[config.mk]
export PLATFORM = sky130hd
export DESIGN_NAME = frich_ctrl
export DESIGN_NICKNAME = d
export VERILOG_FILES = /design/src/core/frich_pkg.sv /design/src/core/frich_ctrl.sv /design/src/core/frich_phase_gen.sv
export SDC_FILE = /design/constraint.sdc
export NUM_CORES = 1
export LEC_CHECK = 0
export ABC_AREA = 1
export BUFFER_PORTS_ARGS = -buffer_cell sky130_fd_sc_hd__buf_2
export CAP_MARGIN = 20
export CORE_AREA = 2 2 131 133
export DETAILED_ROUTE_END_ITERATION = 8
export DIE_AREA = 0 0 133 135
export PLACE_DENSITY = 0.78
export SLEW_MARGIN = 20
export SYNTH_ARGS = -nofsm -noshare
export SYNTH_HDL_FRONTEND = slang
export SYNTH_SLANG_ARGS = --single-unit
[constraint.sdc]
create_clock -name clk_sys -period 3.2 [get_ports clk_sys]
set_input_delay 0.64 -clock clk_sys [delete_from_list [all_inputs] [get_ports clk_sys]]
set_output_delay 0.64 -clock clk_sys [all_outputs]
set_load 0.005 [all_outputs]
[src/core/frich_pkg.sv]
// Package for the fast-register input chain controller: phases, widths, field layouts
package frich_pkg;

  // Eight pulse phases t0..t7 per 4 us cycle
  localparam int          PHASE_COUNT   = 8;
  localparam logic [2:0]  PH_T0         = 3'h0;
  localparam logic [2:0]  PH_T2         = 3'h2;
  localparam logic [2:0]  PH_T3         = 3'h3;
  localparam logic [2:0]  PH_T4         = 3'h4;
  localparam logic [2:0]  PH_T5         = 3'h5;
  localparam logic [2:0]  PH_T6         = 3'h6;
  localparam logic [2:0]  PH_T7         = 3'h7;

  // Cycle timing: 4 us instruction period at 100 MHz
  localparam int          CLK_PERIOD_NS = 10;
  localparam int          CYCLE_TIME_NS = 4000;
  localparam int          PHASE_TIME_NS = CYCLE_TIME_NS / PHASE_COUNT;
  localparam int          PHASE_CLKS    = PHASE_TIME_NS / CLK_PERIOD_NS;
  localparam logic [5:0]  PHASE_LAST    = 6'(PHASE_CLKS - 1);

  // Addresses are five BCD digits (20 bits); fast register index is the low two digits
  localparam int          DIGIT_W       = 4;
  localparam int          ADDR_W        = 20;
  localparam int          SEL_W         = 8;
  localparam logic [11:0] FR_PREFIX     = 12'h999;
  localparam logic [7:0]  FR_INDEX_ZERO = 8'h00;
  localparam int          WORD_W        = 48;

  // Adder operand selects for the A address
  typedef enum logic [2:0] {
    FRICH_OFS_ZERO  = 3'b000,
    FRICH_OFS_ONE   = 3'b001,
    FRICH_OFS_TWO   = 3'b010,
    FRICH_OFS_THREE = 3'b011,
    FRICH_OFS_COND  = 3'b100
  } frich_ofs_t;

  // Decoded instruction control lines from the group encoder
  typedef struct packed {
    logic        aAddrGate;    // A field to adder
    logic        zeroSel;      // Zeros to adder
    logic [1:0]  dpOffset;     // +0..+3 for double precision
    logic        dpCond;       // Conditional +1 or 0 request
    logic        dpCondAdd;    // Value of the conditional add
    logic        aChainReq;    // A-input chain request
    logic        auInfoReq;    // Encoder information to AU
    logic        mChainDirect; // A operand routed through M chain
    logic        aDirectSel;   // A field straight to selector
    logic        adderSel;     // Adder to selector at t0
  } frich_ctl_t;

  // Strobes toward the fast register store and arithmetic unit
  typedef struct packed {
    logic        aFieldToAdder;
    logic        zerosToAdder;
    logic        adderToSelector;
    logic        encoderToAu;
    logic        frRegenerate;
    logic        frReadout;
    logic        parityCheckStart;
    logic        mLowDigitsToSelector;
    logic        aFieldDirectToSelector;
    logic        regenToMInput;
  } frich_strb_t;

  // BCD add of a small offset to a two-digit index, wrapping at 100
  function automatic logic [7:0] frich_bcd_add(input logic [7:0] idx, input logic [1:0] ofs);
    logic [3:0] lo;
    logic [3:0] hi;
    logic [4:0] sum;
    lo  = idx[3:0];
    hi  = idx[7:4];
    sum = {1'b0, lo} + {3'b000, ofs};
    if (sum > 5'h09) begin
      lo = 4'(sum - 5'h0A);
      hi = (hi == 4'h9) ? 4'h0 : 4'(hi + 4'h1);
    end else begin
      lo = sum[3:0];
    end
    return {hi, lo};
  endfunction

endpackage

[src/core/frich_ctrl.sv]
// Fast-register input chain controller for the instruction in the second instruction register
`timescale 1ns/1ns
module frich_ctrl
  import frich_pkg::*;
(
  input  wire logic              clk_sys,
  input  wire logic              sys_rst,
  input  wire frich_ctl_t        ctl,
  input  wire logic [ADDR_W-1:0] secondInstrA,
  input  wire logic [ADDR_W-1:0] secondInstrM,
  input  wire logic [ADDR_W-1:0] adderOut,
  input  wire logic              generalMemoryRead,
  input  wire logic              memNotBusy,
  input  wire logic              aConflict,
  input  wire logic              mConflict,
  input  wire logic [WORD_W-1:0] frReadData,
  output logic [2:0]             phase_reg,
  output frich_strb_t            strobe_reg,
  output logic [ADDR_W-1:0]      adderInA_reg,
  output logic [ADDR_W-1:0]      adderInB_reg,
  output logic [SEL_W-1:0]       selector_reg,
  output logic [WORD_W-1:0]      aInput_reg,
  output logic [WORD_W-1:0]      mInput_reg,
  output logic [WORD_W-1:0]      frWriteData_reg,
  output logic                   operandAck_reg,
  output logic                   aChainStart_reg,
  output logic                   mChainStart_reg,
  output logic                   frRead_reg
);

  // ****************************************************************
  // Phase timing
  // ****************************************************************
  logic [2:0] phase;
  logic       phaseStrobe;

  frich_phase_gen frich_phase_gen_i (
    .clk_sys     (clk_sys),
    .sys_rst     (sys_rst),
    .phase       (phase),
    .phaseStrobe (phaseStrobe)
  );

  // Phase decode used throughout
  function automatic logic atPhase(input logic [2:0] p, input logic [2:0] want);
    return p == want;
  endfunction

  logic aChainInequality_reg;
  logic aChainEquality_reg;
  logic mChainInequality_reg;
  logic mChainEquality_reg;
  logic aChainReadEnable;
  logic mChainTransferEnable;
  logic frDetect;
  logic pT0, pT2, pT3, pT4, pT5, pT6, pT7;

  assign pT0 = phaseStrobe && atPhase(phase, PH_T0);
  assign pT2 = phaseStrobe && atPhase(phase, PH_T2);
  assign pT3 = phaseStrobe && atPhase(phase, PH_T3);
  assign pT4 = phaseStrobe && atPhase(phase, PH_T4);
  assign pT5 = phaseStrobe && atPhase(phase, PH_T5);
  assign pT6 = phaseStrobe && atPhase(phase, PH_T6);
  assign pT7 = phaseStrobe && atPhase(phase, PH_T7);

  // Top three digits 999 mark a fast register
  assign frDetect = (adderOut[ADDR_W-1:SEL_W] == FR_PREFIX);
  assign aChainReadEnable     = aChainInequality_reg && !aChainEquality_reg;
  assign mChainTransferEnable = mChainInequality_reg && !mChainEquality_reg;

  // Phase mirror for the outside
  always_ff @(posedge clk_sys) begin
    if (sys_rst) begin
      phase_reg <= PH_T0;
    end else begin
      phase_reg <= phase;
    end
  end

  // ****************************************************************
  // Address adder operands
  // ****************************************************************
  // A field plus zero or a double-precision offset, formed at t2
  always_ff @(posedge clk_sys) begin
    if (sys_rst) begin
      adderInA_reg <= '0;
      adderInB_reg <= '0;
    end else if (pT2 && ctl.aAddrGate) begin
      adderInA_reg <= secondInstrA;
      if (ctl.zeroSel) begin
        adderInB_reg <= '0;
      end else if (ctl.dpCond) begin
        adderInB_reg <= ADDR_W'({ctl.dpCondAdd});
      end else begin
        adderInB_reg <= ADDR_W'(ctl.dpOffset);
      end
    end
  end

  // ****************************************************************
  // Chain start and acknowledge flip-flops
  // ****************************************************************
  // A start: request with ack, or double-precision conditional without ack
  always_ff @(posedge clk_sys) begin
    if (sys_rst) begin
      aChainStart_reg <= 1'b0;
    end else if ((ctl.aChainReq && operandAck_reg) ||
                 (ctl.dpCond && !operandAck_reg)) begin
      aChainStart_reg <= 1'b1;
    end else if (pT0) begin
      aChainStart_reg <= 1'b0;
    end
  end

  // Read flop set at t7 on detect plus memory read, cleared after t0 use
  always_ff @(posedge clk_sys) begin
    if (sys_rst) begin
      frRead_reg <= 1'b0;
    end else if (pT7 && frDetect && generalMemoryRead) begin
      frRead_reg <= 1'b1;
    end else if (pT0) begin
      frRead_reg <= 1'b0;
    end
  end

  // Acknowledge: true memory-not-busy or simulated by the read flop; cleared at t7 when neither source is present
  always_ff @(posedge clk_sys) begin
    if (sys_rst) begin
      operandAck_reg <= 1'b0;
    end else if (memNotBusy || frRead_reg) begin
      operandAck_reg <= 1'b1;
    end else if (pT7) begin
      operandAck_reg <= 1'b0;
    end
  end

  // M start: from the read flop at t0 or direct A-through-M instructions
  always_ff @(posedge clk_sys) begin
    if (sys_rst) begin
      mChainStart_reg <= 1'b0;
    end else if ((pT0 && frRead_reg) || ctl.mChainDirect) begin
      mChainStart_reg <= 1'b1;
    end else if (pT4) begin
      mChainStart_reg <= 1'b0;
    end
  end

  // ****************************************************************
  // Conflict flip-flops
  // ****************************************************************
  // A chain: equality or inequality set at t6; cleared after the t0 check
  always_ff @(posedge clk_sys) begin
    if (sys_rst) begin
      aChainInequality_reg <= 1'b0;
      aChainEquality_reg   <= 1'b0;
    end else if (pT6 && aChainStart_reg) begin
      aChainInequality_reg <= !aConflict;
      aChainEquality_reg   <= aConflict;
    end else if (pT0) begin
      aChainInequality_reg <= 1'b0;
      aChainEquality_reg   <= 1'b0;
    end
  end

  // M chain: set at t2, holds through t0 of the next cycle
  always_ff @(posedge clk_sys) begin
    if (sys_rst) begin
      mChainInequality_reg <= 1'b0;
      mChainEquality_reg   <= 1'b0;
    end else if (pT2 && mChainStart_reg) begin
      mChainInequality_reg <= !mConflict;
      mChainEquality_reg   <= mConflict;
    end else if (pT0) begin
      mChainInequality_reg <= 1'b0;
      mChainEquality_reg   <= 1'b0;
    end
  end

  // ****************************************************************
  // Selector register
  // ****************************************************************
  // t0 sources have priority by listed order; t4 loads the A address
  always_ff @(posedge clk_sys) begin
    if (sys_rst) begin
      selector_reg <= FR_INDEX_ZERO;
    end else if (pT0 && frRead_reg) begin
      selector_reg <= secondInstrM[SEL_W-1:0];
    end else if (pT0 && ctl.aDirectSel) begin
      selector_reg <= secondInstrA[SEL_W-1:0];
    end else if (pT0 && ctl.adderSel) begin
      selector_reg <= adderOut[SEL_W-1:0];
    end else if (pT4 && aChainStart_reg) begin
      selector_reg <= adderOut[SEL_W-1:0];
    end
  end

  // ****************************************************************
  // Function strobes
  // ****************************************************************
  // One-clock strobes aligned to the phase end
  always_ff @(posedge clk_sys) begin
    if (sys_rst) begin
      strobe_reg <= '0;
    end else begin
      strobe_reg.aFieldToAdder   <= pT2 && ctl.aAddrGate;
      strobe_reg.zerosToAdder    <= pT2 && ctl.aAddrGate && ctl.zeroSel;
      strobe_reg.adderToSelector <= (pT4 && aChainStart_reg) || (pT0 && ctl.adderSel);
      strobe_reg.encoderToAu     <= pT5 && ctl.auInfoReq && operandAck_reg;
      strobe_reg.frRegenerate    <= (pT7 && aChainStart_reg) ||
                                    (pT3 && mChainStart_reg);
      strobe_reg.frReadout       <= (pT7 && aChainReadEnable) ||
                                    (pT3 && mChainStart_reg && !atPhase(phase, PH_T7));
      strobe_reg.parityCheckStart <= (pT0 && aChainInequality_reg) ||
                                     (pT4 && mChainInequality_reg && operandAck_reg);
      strobe_reg.mLowDigitsToSelector   <= pT0 && frRead_reg;
      strobe_reg.aFieldDirectToSelector <= pT0 && ctl.aDirectSel;
      strobe_reg.regenToMInput <= pT4 && mChainTransferEnable && operandAck_reg;
    end
  end

  // ****************************************************************
  // Data paths
  // ****************************************************************
  // Readout to A input and rewrite: a destructive read must be restored at once
  always_ff @(posedge clk_sys) begin
    if (sys_rst) begin
      aInput_reg      <= '0;
      frWriteData_reg <= '0;
    end else if ((pT7 && aChainReadEnable) || (pT3 && mChainStart_reg)) begin
      aInput_reg      <= frReadData;
      frWriteData_reg <= frReadData;
    end
  end

  // M input register keeps the operand until replaced
  always_ff @(posedge clk_sys) begin
    if (sys_rst) begin
      mInput_reg <= '0;
    end else if (pT4 && mChainTransferEnable && operandAck_reg) begin
      mInput_reg <= frWriteData_reg;
    end
  end
endmodule

[src/core/frich_phase_gen.sv]
// Eight-phase pulse generator, one phase per PHASE_CLKS clocks
`timescale 1ns/1ns
module frich_phase_gen
  import frich_pkg::*;
(
  input  wire logic       clk_sys,
  input  wire logic       sys_rst,
  output logic [2:0]      phase,
  output logic            phaseStrobe
);

  logic [5:0] divCnt_reg;

  // Divider; the strobe marks the last clock of a phase so every phase acts once
  always_ff @(posedge clk_sys) begin
    if (sys_rst) begin
      divCnt_reg <= 6'h00;
    end else if (divCnt_reg == PHASE_LAST) begin
      divCnt_reg <= 6'h00;
    end else begin
      divCnt_reg <= divCnt_reg + 6'h01;
    end
  end

  // Phase counter wraps t7 to t0 every 4 us
  always_ff @(posedge clk_sys) begin
    if (sys_rst) begin
      phase <= PH_T0;
    end else if (divCnt_reg == PHASE_LAST) begin
      phase <= phase + 3'h1;
    end
  end

  assign phaseStrobe = (divCnt_reg == PHASE_LAST);

endmodule

# == Word level (Yosys, flattened, before mapping) ==
# Cells that the tools add are included.
# Widths: inputs -> output; s select.
# totals
reg_bits,174
output_inout_bits,209
# op_classes
add_sub_neg,2
eq_ne,8
mux,17
reduce_logical,55
# op_table
op,count
$logic_and 1x1->1,32
$mux 8,4
$eq 12x12->1 const B,1
$eq 3x3->1 const B,4
$reduce_bool 2->1,6
$mux 1,11
$logic_or 1x1->1,8
$add 6x1->6 const B,1
$eq 3x2->1 const B,2
$eq 6x6->1 const B,1
$logic_not 1->1,6
$mux 2,2
$reduce_bool 4->1,1
$add 3x1->3 const B,1
$logic_not 3->1,1
$reduce_or 2->1,1

# == Depth between registers and ports, before layout ==
# Gate-level depths: netlist of run 1.
# depth
word_depth,7
mapped_depth,11

# == Hierarchy ==
# A second synthesis of run 1 with hierarchy kept.
# hier_totals
cells_unflattened,844
hier_area_um2,6394.9
# modules_own_cells
mod,instances,cells_per_inst,area_per_inst_um2
frich_ctrl,1,787,5948.2
frich_phase_gen,1,57,446.7

# == Worst setup path after synthesis of run 1 ==
# Ideal clock, no wire load.
# synth_timing
kind,in2reg
startpoint,input ctl[1] (netlist name)
endpoint,register selector_reg[0]
arrival_ps,1611
slack_ps,1525
stages,6
n_path_buf,1
cell_sequence,clkbuf_1 -> o211ai_2 -> nand3_1 -> nand2_1 -> nor2_1 -> nor2_1
# synth_between
elab_chain_len,3
word_cells_on_any_way,4
classes_between,mux: 2; reduce/logical: 2
# synth_rtl
item,line,text
"start, declared",frich_ctrl.sv:8,"input wire frich_ctl_t ctl,"
$logic_and 1x1->1 (*),frich_ctrl.sv:188,end else if (pT0 && ctl.aDirectSel) begin
$mux 8,frich_ctrl.sv:188,
$mux 8,frich_ctrl.sv:186,end else if (pT0 && frRead_reg) begin
"end signal, assigned",frich_ctrl.sv:187,selector_reg <= secondInstrM[SEL_W-1:0];
"end signal, assigned",frich_ctrl.sv:189,selector_reg <= secondInstrA[SEL_W-1:0];
"end signal, assigned",frich_ctrl.sv:191,selector_reg <= adderOut[SEL_W-1:0];
"end, declared",frich_ctrl.sv:21,"output logic [SEL_W-1:0] selector_reg,"
# Mark *: on every way between the ends. The rest lies on a longest branch, timed or not.
# A chain may end at the register's enable or synchronous reset.

# == Worst setup path after layout of run 1 ==
# layout_timing
startpoint,register frich_phase_gen_i.divCnt_reg[1]
endpoint,register frWriteData_reg[4]
# layout_between
elab_chain_len,4
word_cells_on_any_way,6
classes_between,eq/ne: 1; reduce/logical: 5
# layout_rtl
item,line,text
"start, declared",frich_phase_gen.sv:12,logic [5:0] divCnt_reg;
"start signal, assigned",frich_phase_gen.sv:21,divCnt_reg <= divCnt_reg + 6'h01;
$eq 6x6->1 (*),frich_phase_gen.sv:34,assign phaseStrobe = (divCnt_reg == PHASE_LAST);
$logic_and 1x1->1 (on tied branches),"frich_ctrl.sv:64, frich_ctrl.sv:60",
$logic_and 1x1->1,frich_ctrl.sv:229,end else if ((pT7 && aChainReadEnable) || (pT3 && mChainStart_reg)) begin
$logic_or 1x1->1 (*),frich_ctrl.sv:229,
"end signal, assigned",frich_ctrl.sv:231,frWriteData_reg <= frReadData;
"end, declared",frich_ctrl.sv:24,"output logic [WORD_W-1:0] frWriteData_reg,"
# Marked as above.

==> out/results.tsv, run 1 <==
metric	value	unit
power_density	482.2	nW/um^2
worst_slew_pin_slew	951.7	ps
multi_input_area	2565	um^2
first_pass_iters	4	
clock_path_buffers	2	
syn_to_final_growth	26.33	%
ys_warn_count	0	
switching_power	921.4	uW
clkLatencyLatePin	420	ps
final_common_cell	buf_2	
die_w	133	um
viasPerCell	4.580	
syn_area	6790	um^2
p_clk_frac	0.490	
wirelength	17.48	mm
grt_pass1_vias	5578	
grt-ovfl-total	0	
postSynthCellCount	855	
min_path_type	in2reg	
ys_types	34	
start_kind	register	
path_clk_slew	70	ps
max_stage_delay	770	ps
fin_crit_sh	0.8184	
gp_congestion	0.8342	
drv_cap	0	
crit_fanout	48	
rsz0062_at_grt	false	
cts_tree	yes	
post-dp-hpwl	12.21	mm
final_area	8578	um^2
dieArea	17960	um^2
post_cts_buffers	0	
htreeDepth	4	
ir_drop	0.3373	mV
insertedDiodeCount	0	
cts_hold_buf	0	
synth.avg_cell_area	7.942	um^2
slowest_stage	inv_2	
start_util	0.4139	
worstPathRequired	3550	ps
grt_pass1_wl	27.77	mm
switching_share	0.2228	
crit_type	reg2reg	
coreArea	16410	um^2
nFillCells	1533	
setup_viol	0	
grt_max_degree	67	
p_comb_frac	0.037	
portBuffers	303	
drt_iter0_drc	278	
num_io_pins	334	
final_cell_mix	buf_2 (303), nor2_1 (189), dfxtp_1 (156)	
ys_ff_latch	156	
regArea	3123	um^2
num_rows	47	
leakage	0.004423	uW
antenna_found_initial	0	
drive_gt1_frac	0.3500	
synth-seq-area-share	0.4599	
nNetsFinal	1223	
grt_use_total	0.1934	
cts_buffers	17	
rr_worst_depth	10	
hold_violations	0	
clock_sinks	156	
fin_crit	2619	ps
postPlaceCellArea	7985	um^2
clock_skew	11.69	ps
seqPwrFrac	0.473	
routedWlPerCell	13.21	um
intPower	3215	uW
cp_cell_sequence	inv_1, ha_1, nand2_1, nor2_8, buf_4, nand3_1, nand2_2, inv_2, nor2_1, nor2_1	
final_util	0.5228	
cts_resized	0	
via_count	6059	
slew_headroom	0.3655	
tns	0	ps
finalMaxSlewViolations	0	
crit_path_end_kind	register	
crit_top_cell	nor2_1	
drc	0	
status	finished clean	
clockRootBuffer	clkbuf_16	
hold_depth	3	
arrival	2970	ps
max_freq	0.3819	GHz
die_y	135	um
antenna_left	0	
-- synth_stat cells --
library cell / instances / area, um^2
nand3_1: 19 / 95.09
nand2_4: 1 / 11.26
buf_4: 68 / 510.5
clkbuf_1: 30 / 112.6
or2_2: 2 / 12.51
a21oi_1: 40 / 200.2
nor2_8: 1 / 20.02
o21ai_1: 1 / 5.000
a211oi_1: 19 / 142.6
o21ai_0: 73 / 365.4
a211oi_2: 29 / 362.9
nand2_1: 60 / 225.2
buf_2: 4 / 20.02
conb_1: 1 / 3.750
nor2_1: 189 / 709.4
nor3_1: 3 / 15.01
clkbuf_2: 1 / 5.000
dfxtp_1: 156 / 3123
xor2_1: 1 / 8.760
nand2_2: 1 / 6.260
ha_1: 8 / 100.1
nand3_4: 1 / 17.52
nand4_1: 16 / 100.1
nand4_2: 1 / 12.51
inv_2: 3 / 11.26
o211ai_2: 1 / 12.51
xnor2_1: 1 / 8.760
nor2_4: 1 / 11.26
buf_6: 8 / 90.09
nand4_4: 1 / 21.27
nand3_2: 2 / 20.02
nand2b_1: 1 / 6.260
inv_1: 111 / 416.7
nor3b_1: 1 / 7.510
-- worst max-delay path, delay by kind of cell, from the launching register on --
kind                     cells  cell delay [ps]
buffers and inverters        3             1050
AND/OR/NAND/NOR              6              880
flip-flops                   1              400
adder cells (fa/ha/maj)      1              190
-- metrics by stage --
stage | hold slack, ps | power (uW) | cells | setup slack (ps)
floorplan | 440.2 | 2079 | 872 | 1525
global placement | 429.8 | 2153 | 1291 | 624.4
detailed placement | 433.3 | 2154 | 1291 | 560.2
CTS | 423.5 | 4185 | 1323 | 530.0
global route | 426.5 | 4292 | 1323 | 239.5
finish | 440.7 | 4136 | 1323 | 581.2
-- cell type report --
cell class                      instances  area share
Sequential cell                       156      0.3641
Multi-Input combinational cell        491      0.2990
Timing Repair Buffer                  310      0.1858
Clock buffer                           20     0.05324
Inverter                              114     0.04988
Tap cell                              220     0.03209
Clock inverter                         12     0.01590
-- per-layer routing --
metal | wire [um] | global-route usage
met1 | 7501 | 0.2431
met3 | 1210 | 0.04955
met5 | 0 | 0
met2 | 8441 | 0.3181
met4 | 329 | 0.07826
-- kinds of logic (layout without fill, tap and decap cells) --
| group | Yosys count | in the layout | share of synthesized area |
|---|---|---|---|
| other | 1 | 18 | 0.0005523 |
| xor gates and xnor gates | 2 | 2 | 0.002580 |
| DFF | 156 | 156 | 0.4599 |
| buffers and inverters | 225 | 456 | 0.1717 |
| and+or+nand+nor | 300 | 300 | 0.1902 |
| adders and majority gates | 8 | 8 | 0.01474 |
| AOI/OAI and AO/OA | 163 | 163 | 0.1603 |
-- power by group through the flow --
stage | clock network (uW) | registers, uW | logic (uW)
floorplan | 0 | 2000 | 80.5
global placement | 0 | 2000 | 153
detailed placement | 0 | 2000 | 154
CTS | 2070 | 1960 | 155
global route | 2160 | 1960 | 174
finish | 2030 | 1960 | 154
-- path summary, 6_finish.rpt --
path	start	to	slack, ps
hold / removal	frReadData[19]	frWriteData_reg[19]	440
hold reg to reg	adderInA_reg[15]	adderInA_reg[15]	440
setup reg to reg	frich_phase_gen_i.divCnt_reg[1]	frWriteData_reg[4]	580
setup / recovery	frich_phase_gen_i.divCnt_reg[1]	frWriteData_reg[4]	580
Power figures use the tool's default switching activity.
==> run 2: changes to the inputs <==
--- a/config.mk
+++ b/config.mk
@@ -8,10 +8,10 @@
 export ABC_AREA = 1
 export BUFFER_PORTS_ARGS = -buffer_cell sky130_fd_sc_hd__buf_2
 export CAP_MARGIN = 20
-export CORE_AREA = 2 2 131 133
+export CORE_AREA = 2 2 129 131
 export DETAILED_ROUTE_END_ITERATION = 8
-export DIE_AREA = 0 0 133 135
-export PLACE_DENSITY = 0.78
+export DIE_AREA = 0 0 131 133
+export PLACE_DENSITY = 0.8
 export SLEW_MARGIN = 20
 export SYNTH_ARGS = -nofsm -noshare
 export SYNTH_HDL_FRONTEND = slang
==> constraint.sdc (replaced) <==
create_clock -name clk_sys -period 2.6 [get_ports clk_sys]
set_input_delay 0.52 -clock clk_sys [delete_from_list [all_inputs] [get_ports clk_sys]]
set_output_delay 0.52 -clock clk_sys [all_outputs]
set_load 0.005 [all_outputs]
==> run 2 against run 1 <==
  * Clock skew is 2.6 ps lower
  * Sequential share of layout area is 0.17 points lower
  * Critical endpoint is now selector_reg[2]
  * Combinational power rose by 25%
  * Die area is 3.0% lower
  * Count of clock-buffer cells in the layout down 1
  * Critical path type unchanged
==> out/results.tsv, run 2 (synthesis results as in run 1) <==
metric	value	unit	change
finalMaxSlewViolations	0		unchanged
status	finished clean		unchanged
rsz0062_at_grt	false		unchanged
post_cts_buffers	0		unchanged
insertedDiodeCount	0		unchanged
cts_resized	0		unchanged
worstReg2RegStart	frich_phase_gen_i.divCnt_reg[0]		was frich_phase_gen_i.divCnt_reg[1]
clkLatencyLatePin	420	ps	about the same
fin_crit	2137	ps	was 2619 ps
crit_type	reg2reg		unchanged
fin_crit_sh	0.8220		was 0.8184
regArea	3123	um^2	unchanged
drv_cap	0		unchanged
num_rows	47		unchanged
start_util	0.4199		was 0.4139
cts_hold_buf	0		unchanged
dp_cells	1294		was 1291
drive_gt1_frac	0.3517		was 0.3500
routedWlPerCell	13.17	um	was 13.21 um
clock_skew	9.054	ps	was 11.69 ps
gp_congestion	0.8336		was 0.8342
max_freq	0.4679	GHz	was 0.3819 GHz
path_clk_slew	60	ps	was 70 ps
hold_violations	0		unchanged
antenna_left	0		unchanged
grt_max_degree	65		was 67
tns	0	ps	unchanged
worstPathRequired	2910	ps	was 3550 ps
crit_path_end_kind	register		unchanged
grt_pass1_vias	5490		was 5578
syn_to_final_growth	26.92	%	was 26.33%
clockRootBuffer	clkbuf_16		unchanged
ir_drop	0.4190	mV	was 0.3373 mV
start_kind	register		unchanged
clock_path_buffers	2		unchanged
crit_fanout	18		was 48
grt_pass1_wl	26.93	mm	was 27.77 mm
rr_worst_depth	9		was 10
grt-ovfl-total	0		unchanged
max_stage_delay	410	ps	was 770 ps
via_count	6099		was 6059
leakage	0.004452	uW	was 0.004423 uW
cp_cell_sequence	ha_1, nand2_1, nor2_8, buf_4, o211ai_2, nand3_1, nand2_1, nor2_1, nor2_1		was inv_1, ha_1, nand2_1, nor2_8, buf_4, nand3_1, nand2_2, inv_2, nor2_1, nor2_1
nNetsFinal	1226		was 1223
nFillCells	1509		was 1533
slew_headroom	0.3708		was 0.3655
final_util	0.5329		was 0.5228
hold_depth	3		unchanged
final_common_cell	buf_2		unchanged
setup_viol	0		unchanged
worst_slew_pin_slew	942.4	ps	was 951.7 ps
portBuffers	303		unchanged
drt_iter0_drc	348		was 278
arrival	2450	ps	was 2970 ps
die_y	133	um	was 135 um
num_io_pins	334		unchanged
power_density	598.8	nW/um^2	was 482.2 nW/um^2
cts_tree	yes		unchanged
cts_buffers	17		unchanged
final_cell_mix	buf_2 (302), nor2_1 (189), dfxtp_1 (156)		was buf_2 (303), nor2_1 (189), dfxtp_1 (156)
multi_input_area	2565	um^2	unchanged
worstHoldStart	frReadData[16]		was frReadData[19]
grt_use_total	0.1982		was 0.1934
whs_endpoint	frWriteData_reg[16]		was frWriteData_reg[19]
viasPerCell	4.600		was 4.580
reg2reg_to	selector_reg[2]		was frWriteData_reg[4]
final_cells	1326		was 1323
htreeDepth	4		unchanged
wirelength	17.47	mm	was 17.48 mm
min_path_type	in2reg		unchanged
post-dp-hpwl	12.25	mm	was 12.21 mm
antenna_found_initial	0		unchanged
dieArea	17420	um^2	was 17960 um^2
coreArea	16170	um^2	was 16410 um^2
die_w	131	um	was 133 um
clock_sinks	156		unchanged
r2r_slack	460	ps	was 580 ps
drc	0		unchanged
slowest_stage	dfxtp_1		was inv_2
first_pass_iters	4		unchanged
## run 2: worst max path at each step
stage,endpoint,start,depth (start not counted)
floorplan,frWriteData_reg[27],frich_phase_gen_i.divCnt_reg[0],10
global placement,selector_reg[4],frich_phase_gen_i.divCnt_reg[0],9
detailed placement,selector_reg[4],frich_phase_gen_i.divCnt_reg[0],9
CTS,selector_reg[4],frich_phase_gen_i.divCnt_reg[0],9
global route,selector_reg[2],frich_phase_gen_i.divCnt_reg[0],9
finish,selector_reg[2],frich_phase_gen_i.divCnt_reg[0],9
## run 2: layer usage
layer / up-vias / GRT usage / routed length, um / share of wire
li1: 3111 / - / - / -
met1: 2720 / 0.2343 / 7351 / 0.42
met2: 240 / 0.3351 / 8517 / 0.49
met3: 28 / 0.06187 / 1294 / 0.074
met4: 0 / 0.07151 / 306 / 0.018
met5: - / 0 / 0 / 0
## run 2: metrics by stage
step / hold WS, ps / worst slack (ps) / power, uW / cell area, um^2
after floorplan: 440.2 / 945.8 / 2558 / 6854
after global placement: 428.7 / 506.6 / 2652 / 8010
after detailed placement: 431.2 / 476.2 / 2655 / 8010
after CTS: 297.5 / 452.3 / 5217 / 8618
after global routing: 295.9 / 228.6 / 5369 / 8618
final: 317.9 / 462.8 / 5161 / 8618
## run 2: worst max-delay path: cells and delay by family, from the launching register on
family,cells,cell delay [ps]
adder cells (fa/ha/maj),1,200
AO/OA/AOI/OAI,1,250
buffers and inverters,1,280
flip-flops,1,410
AND/OR/NAND/NOR,6,890
## run 2: final cells by class
| type | count | area share |
|---|---|---|
| Clock buffer | 19 | 0.05139 |
| Sequential cell | 156 | 0.3624 |
| Inverter | 114 | 0.04965 |
| Tap cell | 220 | 0.03194 |
| Timing Repair Buffer | 313 | 0.1879 |
| Clock inverter | 13 | 0.01916 |
| Multi-Input combinational cell | 491 | 0.2976 |
## run 2: report_power, final
group          total (uW)  leakage (uW)  internal [uW]  switching, uW
Sequential           2410       0.00126           2400           12.1
Combinational         193       0.00290           87.8            105
Clock                2560      0.000298           1540           1020
==> run 3: changes to the inputs <==
--- a/config.mk
+++ b/config.mk
@@ -5,13 +5,13 @@
 export SDC_FILE = /design/constraint.sdc
 export NUM_CORES = 1
 export LEC_CHECK = 0
-export ABC_AREA = 1
+export ABC_AREA = 0
 export BUFFER_PORTS_ARGS = -buffer_cell sky130_fd_sc_hd__buf_2
 export CAP_MARGIN = 20
-export CORE_AREA = 2 2 129 131
+export CORE_AREA = 2 2 130 132
 export DETAILED_ROUTE_END_ITERATION = 8
-export DIE_AREA = 0 0 131 133
-export PLACE_DENSITY = 0.8
+export DIE_AREA = 0 0 132 134
+export PLACE_DENSITY = 0.76
 export SLEW_MARGIN = 20
 export SYNTH_ARGS = -nofsm -noshare
 export SYNTH_HDL_FRONTEND = slang
==> constraint.sdc (replaced) <==
create_clock -name clk_sys -period 2.2 [get_ports clk_sys]
set_input_delay 0.44 -clock clk_sys [delete_from_list [all_inputs] [get_ports clk_sys]]
set_output_delay 0.44 -clock clk_sys [all_outputs]
set_load 0.005 [all_outputs]
==> run 3 against run 2 <==
  * First-iteration DRC count decreased by 6.9%
  * Clock power increased by 16%
  * Sequential cell count unchanged
  * Critical path type unchanged
  * Count of clock-buffer cells in the layout shrank 1
  * Largest power group unchanged
  * Synthesized area is 5.6% lower
==> out/results.tsv, run 3 <==
metric	value	unit	change
tns	0	ps	unchanged
holdWs	245.4	ps	was 317.9 ps
post-dp-hpwl	12.71	mm	was 12.25 mm
die_w	132	um	was 131 um
num_io_pins	334		unchanged
nNetsFinal	1145		was 1226
num_rows	47		unchanged
ys_ff_latch	156		unchanged
ir_drop	0.4852	mV	was 0.4190 mV
wirelength	17.70	mm	was 17.47 mm
viasPerCell	4.738		was 4.600
fin_crit	2091	ps	was 2137 ps
p_clk_frac	0.494		was 0.496
via_count	5899		was 6099
synth_edf_count	0		unchanged
ys_types	45		was 34
status	finished clean		unchanged
path_clk_slew	60	ps	about the same
start_util	0.3937		was 0.4199
postSynthCellCount	769		was 855
grt_max_degree	70		was 65
worstPathRequired	2540	ps	was 2910 ps
yosys-top-cells-area	dfxtp_1 (49%), nand2_1 (13%), a21oi_1 (8.5%)		was dfxtp_1 (46%), nor2_1 (10%), buf_4 (7.5%)
total_power	6035	uW	was 5161 uW
cts_tree	yes		unchanged
clock_path_buffers	2		unchanged
final_common_cell	buf_2		unchanged
syn_area	6412	um^2	was 6790 um^2
portBuffers	303		unchanged
ys_warn_count	0		unchanged
synth_most_common_cell	nand2_1		was nor2_1
insertedDiodeCount	0		unchanged
crit_path_end_kind	register		unchanged
die_y	134	um	was 133 um
min_path_type	in2reg		unchanged
intPower	4665	uW	was 4027 uW
p_comb_frac	0.035		was 0.037
clkLatencyLatePin	420	ps	about the same
final_cell_mix	buf_2 (302), nand2_1 (220), dfxtp_1 (156)		was buf_2 (302), nor2_1 (189), dfxtp_1 (156)
start_kind	register		unchanged
cts_buffers	17		unchanged
synthFlopType	dfxtp_1		unchanged
cts_hold_buf	0		unchanged
gp_congestion	0.8075		was 0.8336
synth_largest_area_cell	dfxtp_1		unchanged
setup_viol	0		unchanged
coreArea	16290	um^2	was 16170 um^2
synthTopCellsByCount	nand2_1 (220), dfxtp_1 (156), a21oi_1 (109)		was nor2_1 (189), dfxtp_1 (156), inv_1 (111)
first_pass_iters	4		unchanged
clock_sinks	156		unchanged
clockRootBuffer	clkbuf_16		unchanged
slew_headroom	0.6362		was 0.3708
grt_pass1_wl	27.50	mm	was 26.93 mm
finalMaxSlewViolations	0		unchanged
synth.avg_cell_area	8.339	um^2	was 7.942 um^2
htreeDepth	4		unchanged
synth-async-reset-ratio	0		unchanged
drt_iter0_drc	324		was 348
final_area	8362	um^2	was 8618 um^2
clock_skew	10.52	ps	was 9.054 ps
switching_power	1370	uW	was 1133 uW
leakage	0.003940	uW	was 0.004452 uW
postPlaceCellArea	7762	um^2	was 8010 um^2
max_freq	0.4783	GHz	was 0.4679 GHz
rsz0062_at_grt	false		unchanged
synth_top_area_frac	0.4870		was 0.4599
drc	0		unchanged
seqPwrFrac	0.471		was 0.467
grt_pass1_vias	5431		was 5490
antenna_left	0		unchanged
switching_share	0.2271		was 0.2196
worst_slew_pin_slew	543.7	ps	was 942.4 ps
hold_violations	0		unchanged
power_density	721.8	nW/um^2	was 598.8 nW/um^2
antenna_found_initial	0		unchanged
crit_fanout	49		was 18
arrival	2430	ps	was 2450 ps
syn_to_final_growth	30.40	%	was 26.92%
synth-seq-area-share	0.4870		was 0.4599
grt-ovfl-total	0		unchanged
drv_cap	0		unchanged
grt_use_total	0.1952		was 0.1982
dieArea	17690	um^2	was 17420 um^2
routedWlPerCell	14.22	um	was 13.17 um
drive_gt1_frac	0.3571		was 0.3517
crit_type	reg2reg		unchanged
fin_crit_sh	0.9503		was 0.8220
run 3: changes by cell type in the layout (fill, tap and decap cells not counted), moves of 13 or more:
cell      previous run  this run
nand2_1             60       220
nor2_1             189        43
inv_1              110         4
a21oi_1             40       109
o21ai_0             73         9
a211oi_2            29         0
mux2i_1              0        23
a211oi_1            19         4
nor3_1               3        17
nand4_1             16         3
run 3: power groups by stage:
stage | Clock (uW) | Combinational (uW) | Sequential (uW)
after floorplan | 0 | 103 | 2900
after global placement | 0 | 211 | 2910
after detailed placement | 0 | 210 | 2910
after CTS | 3040 | 212 | 2840
after global routing | 3170 | 237 | 2840
final | 2980 | 213 | 2840
run 3: per-stage QoR:
| stage | utilization | cells | setup slack, ps |
|---|---|---|---|
| 2_1_floorplan | - | 786 | 312.4 |
| 3_3_place_gp | 0.4765 | 1213 | 133.1 |
| 3_5_place_dp | 0.4765 | 1213 | 95.27 |
| 4_1_cts | 0.5132 | 1245 | 86.02 |
| 5_1_grt | 0.5133 | 1245 | 6.165 |
| 6_report | 0.5133 | 1245 | 109.4 |
run 3: worst paths after layout:
kind                                                  from                 end  slack, ps  cells past startpoint
worst max-delay path            frich_phase_gen_i.phase[2]  frWriteData_reg[1]        110                      7
worst min-delay path                      secondInstrA[19]    adderInA_reg[19]        250                      3
worst max register to register  frich_phase_gen_i.phase[2]  frWriteData_reg[1]        110                      7
worst min register to register             adderInB_reg[0]     adderInB_reg[0]        450                      2
run 3: what timing repair did:
action | in CTS | in global routing
gates resized for setup | 0 | 1
setup buffers | 0 | 0
hold endpoints to repair | 0 | 0
setup endpoints to repair | 0 | 47
run 3: logic make-up (layout without fill, tap and decap cells):
kind of cell,Yosys count,after routing,share of synthesized area
DFF,156,156,0.4870
buffers and inverters,120,359,0.1182
other,1,18,0.0005848
muxes,23,23,0.03590
xor gates and xnor gates,5,5,0.006831
adders and majority gates,8,8,0.01561
and+or+nand+nor,323,323,0.2234
AOI/OAI and AO/OA,133,133,0.1124
run 3: critical path, stage by stage, from the launching register on:
cell and delay (ps):
dfxtp_1 600, inv_1 120, ha_1 210, and2_1 180, o211ai_1 310, buf_12 270, nand2_1 100, a21oi_1 170
run 3: layout make-up:
cell class / instances / area, um^2
fillers: 1531 / 7928
flip-flops and latches: 156 / 3123
multi-input cells: 510 / 2608
repair buffers: 323 / 1744
clock buffers: 18 / 439.2
well taps: 220 / 275.3
clock inverters: 14 / 157.7
inverters: 4 / 15.01
run 3: metal layers:
| metal | vias to the layer above | track usage | wire, um |
|---|---|---|---|
| li1 | 2940 | - | - |
| met1 | 2704 | 0.2339 | 7433 |
| met2 | 231 | 0.3400 | 8900 |
| met3 | 24 | 0.05253 | 1105 |
| met4 | 0 | 0.06461 | 262 |
| met5 | - | 0 | 0 |
